===== src/rtl/mem_type_pkg.sv =====
// constants and types for the page memory-type selection block
//
// How it works
// - eight-entry memory type table, reset loads a default type into every entry
// - small page: upper index bit comes from page entry bit seven
// - either paging extension forces small-page upper index bit to zero
// - large page: upper index bit from directory entry bit 12
// - basic paging, no extension: all eight entries reachable for small pages
// - reset table holds weak uncacheable at cache-disable 1, write-through 0
// - ranges off, caching on, default table: weak uncacheable as write back
// - cache off, range regs off, default table: flags uncacheable ordering hazard
package mem_type_pkg;
  localparam int          ENTRIES      = 8;
  localparam int          IDX_W        = 3;
  localparam int          TYPE_W       = 3;
  localparam int          SMALL_UP_BIT = 7;
  localparam int          LARGE_UP_BIT = 12;
  localparam int          ENTRY_W      = 32;
  // register byte addresses
  localparam logic [11:0] TABLE_LO_ADR = 12'h000;
  localparam logic [11:0] TABLE_HI_ADR = 12'h004;
  localparam logic [11:0] CTRL_ADR     = 12'h008;
  localparam logic [11:0] STATUS_ADR   = 12'h00C;
  // control bit positions
  localparam int          CTL_LPME     = 0;
  localparam int          CTL_EAME     = 1;
  localparam int          CTL_GCD      = 2;
  localparam int          CTL_RANGE_EN = 3;
  // memory type encodings
  localparam logic [2:0]  UNCACHEABLE_TYPE      = 3'h0;
  localparam logic [2:0]  WRITE_COMBINE_TYPE    = 3'h1;
  localparam logic [2:0]  WRITE_THROUGH_TYPE    = 3'h4;
  localparam logic [2:0]  WRITE_PROTECT_TYPE    = 3'h5;
  localparam logic [2:0]  WRITE_BACK_TYPE       = 3'h6;
  localparam logic [2:0]  WEAK_UNCACHEABLE_TYPE = 3'h7;
  // default table: entry i is 8 bits, type in low 3 bits
  localparam logic [63:0] TABLE_RESET = 64'h0007040600070406;
  localparam logic [3:0]  CTRL_RESET  = 4'h8;
endpackage


===== src/rtl/mem_type_index.sv =====
// three-bit table index former for one translation
`timescale 1ns/100ps
module mem_type_index
  import mem_type_pkg::*;
(
  input  wire logic               large_page_i,         // large page
  input  wire logic [ENTRY_W-1:0] entry_i,              // page or dir entry
  input  wire logic               page_cache_disable_i, // entry cache bit
  input  wire logic               page_write_through_i, // entry wt bit
  input  wire logic               lpme_i,               // large page mode
  input  wire logic               eame_i,               // extended addr mode
  output logic      [IDX_W-1:0]   index_o               // table index
);
  wire small_up = entry_i[SMALL_UP_BIT];
  wire forced   = lpme_i | eame_i;
  wire up_bit   = large_page_i ? entry_i[LARGE_UP_BIT]
                : (forced ? 1'b0 : small_up);
  assign index_o = {up_bit, page_cache_disable_i, page_write_through_i};
endmodule


===== src/rtl/page_memory_type_select.sv =====
// page memory-type selection with its register file on apb
`timescale 1ns/100ps
module page_memory_type_select
  import mem_type_pkg::*;
(
  input  wire logic               clk_i,          // core clock
  input  wire logic               rst_n_i,        // async reset, active low
  input  wire logic               psel_i,         // apb select
  input  wire logic               penable_i,      // apb enable
  input  wire logic               pwrite_i,       // apb write
  input  wire logic [11:0]        paddr_i,        // apb byte address
  input  wire logic [31:0]        pwdata_i,       // apb write data
  output logic [31:0]             prdata_o,       // apb read data
  output logic                    pready_o,       // apb ready
  output logic                    pslverr_o,      // apb error
  input  wire logic               xlat_valid_i,   // translation request
  input  wire logic               large_page_i,   // large page translation
  input  wire logic [ENTRY_W-1:0] entry_i,        // final page entry
  input  wire logic               page_cache_disable_i, // entry bit
  input  wire logic               page_write_through_i, // entry bit
  output logic                    type_valid_o,   // memory type valid
  output logic [TYPE_W-1:0]       mem_type_o,     // selected memory type
  output logic                    order_hazard_o  // uncacheable may reorder
);
  logic [TYPE_W-1:0] memory_type_table [ENTRIES];
  logic [3:0]        ctrl;
  logic [IDX_W-1:0]  last_index;
  logic [IDX_W-1:0]  index;

  wire large_page_mode_enable       = ctrl[CTL_LPME];
  wire extended_address_mode_enable = ctrl[CTL_EAME];
  wire global_cache_disable         = ctrl[CTL_GCD];
  wire memory_range_type_regs       = ctrl[CTL_RANGE_EN];

  mem_type_index u_index (
    .large_page_i         (large_page_i),
    .entry_i              (entry_i),
    .page_cache_disable_i (page_cache_disable_i),
    .page_write_through_i (page_write_through_i),
    .lpme_i               (large_page_mode_enable),
    .eame_i               (extended_address_mode_enable),
    .index_o              (index)
  );

  function automatic logic [63:0] pack_table(
      input logic [TYPE_W-1:0] t [ENTRIES]);
    logic [63:0] r;
    r = '0;
    for (int i = 0; i < ENTRIES; i++) r[i*8 +: TYPE_W] = t[i];
    return r;
  endfunction

  wire [63:0] table_bits = pack_table(memory_type_table);
  // the leak needs the table exactly at reset contents; one edit ends it
  wire table_default = (table_bits == TABLE_RESET);
  wire [TYPE_W-1:0] raw_type = memory_type_table[index];
  // range regs off, caching on, default table: weak uc leaks as write back
  wire leak = !memory_range_type_regs && !global_cache_disable
              && table_default && raw_type == WEAK_UNCACHEABLE_TYPE;
  wire [TYPE_W-1:0] next_type =
      leak ? WRITE_BACK_TYPE
    : (global_cache_disable ? UNCACHEABLE_TYPE : raw_type);
  wire next_hazard = !memory_range_type_regs && global_cache_disable
                     && table_default;

  wire setup   = psel_i && !penable_i;
  wire access  = psel_i && penable_i;
  wire wr_en   = access && pwrite_i;
  wire hit_lo  = paddr_i == TABLE_LO_ADR;
  wire hit_hi  = paddr_i == TABLE_HI_ADR;
  wire hit_ctl = paddr_i == CTRL_ADR;
  wire hit_st  = paddr_i == STATUS_ADR;
  wire mapped  = hit_lo | hit_hi | hit_ctl | hit_st;
  // status: hazard at 8, valid at 7, type at 6:4, bit 3 zero, index at 2:0
  wire [31:0] rd_mux =
      hit_lo  ? table_bits[31:0]
    : hit_hi  ? table_bits[63:32]
    : hit_ctl ? {28'h0, ctrl}
    : hit_st  ? {23'h0, order_hazard_o, type_valid_o, mem_type_o,
                 1'b0, last_index}
    : 32'h0;

  // one process per entry keeps each write enable local to its byte lane
  genvar g;
  generate
    for (g = 0; g < ENTRIES; g++) begin : g_ent
      localparam int W = g / 4;
      localparam int B = (g % 4) * 8;
      always_ff @(posedge clk_i or negedge rst_n_i) begin
        if (!rst_n_i) begin
          memory_type_table[g] <= TABLE_RESET[g*8 +: TYPE_W];
        end else if (wr_en && (W == 0 ? hit_lo : hit_hi)) begin
          memory_type_table[g] <= pwdata_i[B +: TYPE_W];
        end
      end
    end
  endgenerate

  always_ff @(posedge clk_i or negedge rst_n_i) begin
    if (!rst_n_i) begin
      ctrl <= CTRL_RESET;
    end else if (wr_en && hit_ctl) begin
      ctrl <= pwdata_i[3:0];
    end
  end

  // no wait state: ready in the first access cycle, read data taken at setup
  always_ff @(posedge clk_i or negedge rst_n_i) begin
    if (!rst_n_i) begin
      pready_o  <= 1'b0;
      pslverr_o <= 1'b0;
      prdata_o  <= 32'h0;
    end else begin
      pready_o  <= setup;
      pslverr_o <= setup && !mapped;
      prdata_o  <= (setup && !pwrite_i) ? rd_mux : 32'h0;
    end
  end

  always_ff @(posedge clk_i or negedge rst_n_i) begin
    if (!rst_n_i) begin
      type_valid_o   <= 1'b0;
      mem_type_o     <= UNCACHEABLE_TYPE;
      order_hazard_o <= 1'b0;
      last_index     <= '0;
    end else begin
      type_valid_o <= xlat_valid_i;
      // type and hazard hold between requests so the cache may sample late
      if (xlat_valid_i) begin
        mem_type_o     <= next_type;
        order_hazard_o <= next_hazard;
        last_index     <= index;
      end
    end
  end
endmodule


===== config.mk =====
export PLATFORM = sky130hd
export DESIGN_NAME = page_memory_type_select
export DESIGN_NICKNAME = d
export VERILOG_FILES = /design/src/rtl/mem_type_pkg.sv /design/src/rtl/mem_type_index.sv /design/src/rtl/page_memory_type_select.sv
export SDC_FILE = /design/constraint.sdc
export NUM_CORES = 1
export LEC_CHECK = 0
export BUFFER_PORTS_ARGS = -buffer_cell sky130_fd_sc_hd__buf_2
export CAP_MARGIN = 20
export CORE_MARGIN = 10
export CORE_UTILIZATION = 35
export CTS_BUF_LIST = sky130_fd_sc_hd__clkbuf_8
export DETAILED_ROUTE_END_ITERATION = 12
export REMOVE_ABC_BUFFERS = 1
export SYNTH_ARGS = -nofsm -noshare
export SYNTH_HDL_FRONTEND = slang
export SYNTH_SLANG_ARGS = --single-unit

===== constraint.sdc =====
create_clock -name clk_i -period 2.8 [get_ports clk_i]
set_input_delay 0.56 -clock clk_i [delete_from_list [all_inputs] [get_ports clk_i]]
set_output_delay 0.56 -clock clk_i [all_outputs]
set_load 0.02 [all_outputs]

* Word-level counts from Yosys, hierarchy flattened
Cells that the tools add are included.
** Word-level totals
- Register bits :: 65
- Output and inout bits :: 39
- Word-level logic and storage cells :: 58
** Cells by class
- Magnitude comparators :: 1
- Equal/unequal tests :: 5
- Muxes and demuxes :: 12
- Bitwise gates (word level) :: 5
- Reductions and logical operators :: 19
** Operators with widths (count)
- $mux W27 :: 3
- $eq A12 B4 Y1 const B :: 2
- $eq A24 B21 Y1 const B :: 1
- $mux W9 :: 2
- $logic_and A1 B1 Y1 :: 13
- $eq A12 B3 Y1 const B :: 1
- $logic_not A12 Y1 :: 1
- $mux W3 :: 4
- $bmux W3 S3 :: 1
- $logic_not A1 Y1 :: 5
- $ge A4 B4 Y1 const B :: 1
- $not A3 Y4 :: 1
- $or A1 B1 Y1 :: 4
- $eq A3 B3 Y1 const B :: 1
- $mux W1 :: 2

* Depth between registers and ports, before layout
- Depth after elaboration :: 10
- Gate-level depth with buffers :: 7
- Depth with buffers taken out :: 4

* Modules after synthesis
A second synthesis with hierarchy kept.
** Second synthesis, totals
- Cells, all modules :: 199
- Area, all modules :: 2785.2 um2
** By module, submodules not included
- page_memory_type_select :: times used 1, cells an instance 193, area an instance 2738.9 um2
- mem_type_index :: times used 1, cells an instance 6, area an instance 46.3 um2

* Least setup slack after synthesis
Ideal clock, no wire load.
- Path kind :: in2reg
- Start point :: input paddr_i[1]
- End point :: register memory_type_table[12] (netlist name)
- Data arrival time :: 1.826 ns
- Slack :: 0.849 ns
- Cell stages on the path :: 5
- Path buffers :: 1
- Cell sequence :: nor4_4 > and4_1 > nor3b_4 > buf_6 > mux2_2
** Between the ends
- Word-level cells in the longest chain between the ends :: 2
** Ends and longest elaborated chain
- start, declared :: line page_memory_type_select.sv:11 : input wire logic [11:0] paddr_i,
- $logic_not A12 Y1 :: line page_memory_type_select.sv:69 : wire hit_lo = paddr_i == TABLE_LO_ADR;
- $logic_and A1 B1 Y1 :: line page_memory_type_select.sv:92 : end else if (wr_en && (W == 0 ? hit_lo : hit_hi)) begin
- end signal, assigned by index :: line page_memory_type_select.sv:91 : memory_type_table[g] <= TABLE_RESET[g*8 +: TYPE_W];
- end signal, assigned by index :: line page_memory_type_select.sv:93 : memory_type_table[g] <= pwdata_i[B +: TYPE_W];
- end, declared :: line page_memory_type_select.sv:25 : logic [TYPE_W-1:0] memory_type_table [ENTRIES];
No other way between the ends.
A chain may end at the register's enable or synchronous reset.

* Worst setup path after layout
- Start point :: input paddr_i[9]
- End point :: register memory_type_table[0] (netlist name)
** Between the ends
- Word-level cells in the longest chain between the ends :: 2
** Ends and longest elaborated chain
- $eq A12 B3 Y1 :: line page_memory_type_select.sv:70 : wire hit_hi = paddr_i == TABLE_HI_ADR;
- $logic_and A1 B1 Y1 :: line page_memory_type_select.sv:92
No other way between the ends.

==> out/qor.yml <==
synthesis:
  post-synth-top-count-cell: "dfrtp_1"
  synth_top_cell_area_share_pct: 37.77
  synth_top_area_cell: "dfrtp_1"
  ys_ff_latch: 55
  synth_cell_types: 41
  yosysSeqAreaShare_pct: 50.04
  synth_cells: 215
  ys_top_cells_by_area: "dfrtp_1 38%, dfstp_2 12%, mux2_2 8.9%, mux2_4 5.9%, mux4_2 4.9%"
  synth_ff_type: "dfrtp_1"
  syn_area_um2: 2783
  netlist_top_cells_count: "42 x dfrtp_1, 22 x mux2_2, 16 x buf_4"
  synth-edff-count: 0
  ys_async_sr_fraction_pct: 100.0
  avgSynthCellArea_um2: 12.94
  yosysWarningCount: 0
timing:
  worst_pin_slew_ps: 699.2
  fin_crit_sh_pct: 69.04
  drv_slew: 0
  period_needed_ps: 1933
  finalHoldViolCount: 0
  setup_tns_ps: 0
  setup_violations: 0
  skew_ps: 10.33
  relSlewSlack_pct: 53.38
  clock.fmax_ghz: 0.5173
  rsz0062_at_grt: "no"
global_route:
  antenna_found_initial: 0
  grt_util_all_layers_pct: 11.56
  grt_pass1_vias: 2017
  grt_max_degree: 56
  gr-total-overflow: 0
  grt_pass1_wl_mm: 10.77
worst_setup_path:
  critPathLaunchType: "input pin"
  crit_required_ps: 3000
  worst-setup-path-type: "in -> reg"
  rrSetupSlack_ps: 1000
  end_kind: "register"
  cp_max_fo: 12
  reg2reg_depth: 4
  worst_ep_arrival_time_ps: 2130
floorplan:
  io_pins: 124
  die_area_um2: 11920
  coreArea_um2: 7727
  num_rows: 32
  die_x_um: 109.2
  die_h_um: 109.2
  initial_core_util_pct: 36.01
power:
  power.internal_mw: 1.131
  p_sw_uw: 339.1
  p_seq_share_pct: 54.8
  clkPwrFrac_pct: 37.2
  leakage_nw: 1.532
  power_per_cell_area_nw_per_um2: 457.5
  p_comb_share_pct: 8.1
  ir_drop_uv: 190.7
  switching_share_pct: 23.06
clock_network:
  clkTransAtPathRegs_ps: 100
  cts_tree: "yes"
  cts_buffers: 5
  cts.repair.resized: 0
  cts_max_path_buffers: 2
  htreeDepth: 2
  hold_buffers: 0
  cts_setup_buffers: 0
  clk-insertion-delay-late_ps: 310
  cts_sinks: 55
  root_buffer: "clkbuf_8"
drt:
  routedWlPerCell_um: 18.27
  wl_mm: 6.852
  firstDrtPassIters: 4
  viasPerCell: 5.035
  drc: 0
  drtAntennaViolNets: 0
  drt_iter0_markers: 71
  vias: 1888
cells_and_area:
  multi_input_area_um2: 1247
  fillers: 771
  fin_cells: 375
  syn_to_final_growth_pct: 15.51
  antennaDiodeCount: 0
  final_area_um2: 3214
  drive_above_1_share_pct: 47.99
  regArea_um2: 1393
  nNetsFinal: 357
run_status:
  status: "complete, no violations"
placement:
  placed_area_um2: 3097
  placed_cells: 367
  hpwlAfterDp_mm: 5.222
  gp_congestion: 0.8481
  io_buffers: 59
run:
  drv_cap: 0
min_path:
  hold_path_class: "in -> async"
metal layers:
metal | vias up | track usage [%] | wire length [um] | share of wire (%)
met5 | - | 0 | 0 | 0
met4 | 0 | 3.107 | 47 | 0.69
met3 | 5 | 4.425 | 542 | 7.9
met2 | 57 | 19.58 | 3421 | 50
met1 | 958 | 13.38 | 2840 | 41
li1 | 868 | - | - | -
layout by cell type (no fill, tap or decap), types with 3 or more instances in the layout:
cell type | synthesis | routed
nor4_4 | 3 | 3
mux2i_1 | 3 | 3
and3_1 | 3 | 3
dfrtp_1 | 42 | 42
mux4_2 | 6 | 6
nand3_1 | 12 | 12
nand2_1 | 7 | 7
buf_4 | 16 | 3
and2_1 | 5 | 5
nand3b_1 | 8 | 8
nor4_1 | 3 | 3
buf_2 | 3 | 59
dfstp_2 | 13 | 13
clkbuf_8 | 0 | 6
inv_1 | 3 | 3
nor2_1 | 8 | 8
mux2_4 | 11 | 11
mux2_2 | 22 | 22
a21oi_1 | 12 | 12
nand4_1 | 3 | 3
conb_1 | 1 | 15
final cells by class:
cell class | instances | share of cell area [%]
clock inverters | 2 | 1.090
well taps | 102 | 3.970
flip-flops and latches | 55 | 43.32
inverters | 3 | 0.3503
clock buffers | 6 | 2.569
multi-input cells | 145 | 38.81
repair buffers | 62 | 9.887
critical path, cell delays in order:
cell and delay, ps:
buf_2 110, nor4_4 330, and4_1 300, buf_4 200
nand3_4 240, mux2_4 380
power by group through the flow:
stage	Combinational [mW]	Clock [mW]	Sequential, mW
detailed placement	0.119	0	0.820
global route	0.131	0.598	0.807
global placement	0.116	0	0.820
floorplan	0.0479	0	0.823
finish	0.119	0.546	0.805
CTS	0.119	0.560	0.806
worst paths after layout:
check | startpoint | end
min in group clk_i | penable_i | pready_o
min | rst_n_i | pslverr_o
max in group asynchronous | rst_n_i | memory_type_table[19]
max reg2reg | ctrl[1] | mem_type_o[2]
max | paddr_i[9] | memory_type_table[0]
min reg2reg | type_valid_o | prdata_o[7]
through the flow:
step / worst slack (ps) / util, % / hold slack [ps] / power, mW
detailed placement: 526.8 / 40.07 / 476.1 / 0.9394
global placement: 569.5 / 40.07 / 463.7 / 0.9367
CTS: 859.6 / 41.60 / 398.8 / 1.485
global route: 800.4 / 41.60 / 428.5 / 1.536
finish: 866.8 / 41.60 / 380.1 / 1.471
floorplan: 523.0 / - / 264.4 / 0.8707
flip-flops by register name (all words and copies together) (netlist names):
register and cells:
pslverr_o 1, pready_o 1, last_index 3, memory_type_table 24, type_valid_o 1, order_hazard_o 1, mem_type_o 3, prdata_o 17
ctrl 4
kinds of logic (layout without fill, tap and decap cells):
kind of cell / count (synthesis) / count (layout) / synth area share (%)
buffers and inverters: 29 / 73 / 7.014
muxes: 42 / 42 / 20.77
DFF: 55 / 55 / 50.05
and+or+nand+nor: 65 / 65 / 16.50
other: 1 / 15 / 0.1348
AOI/OAI and AO/OA: 23 / 23 / 5.531
No activity file was read; power rests on OpenSTA's default activity.
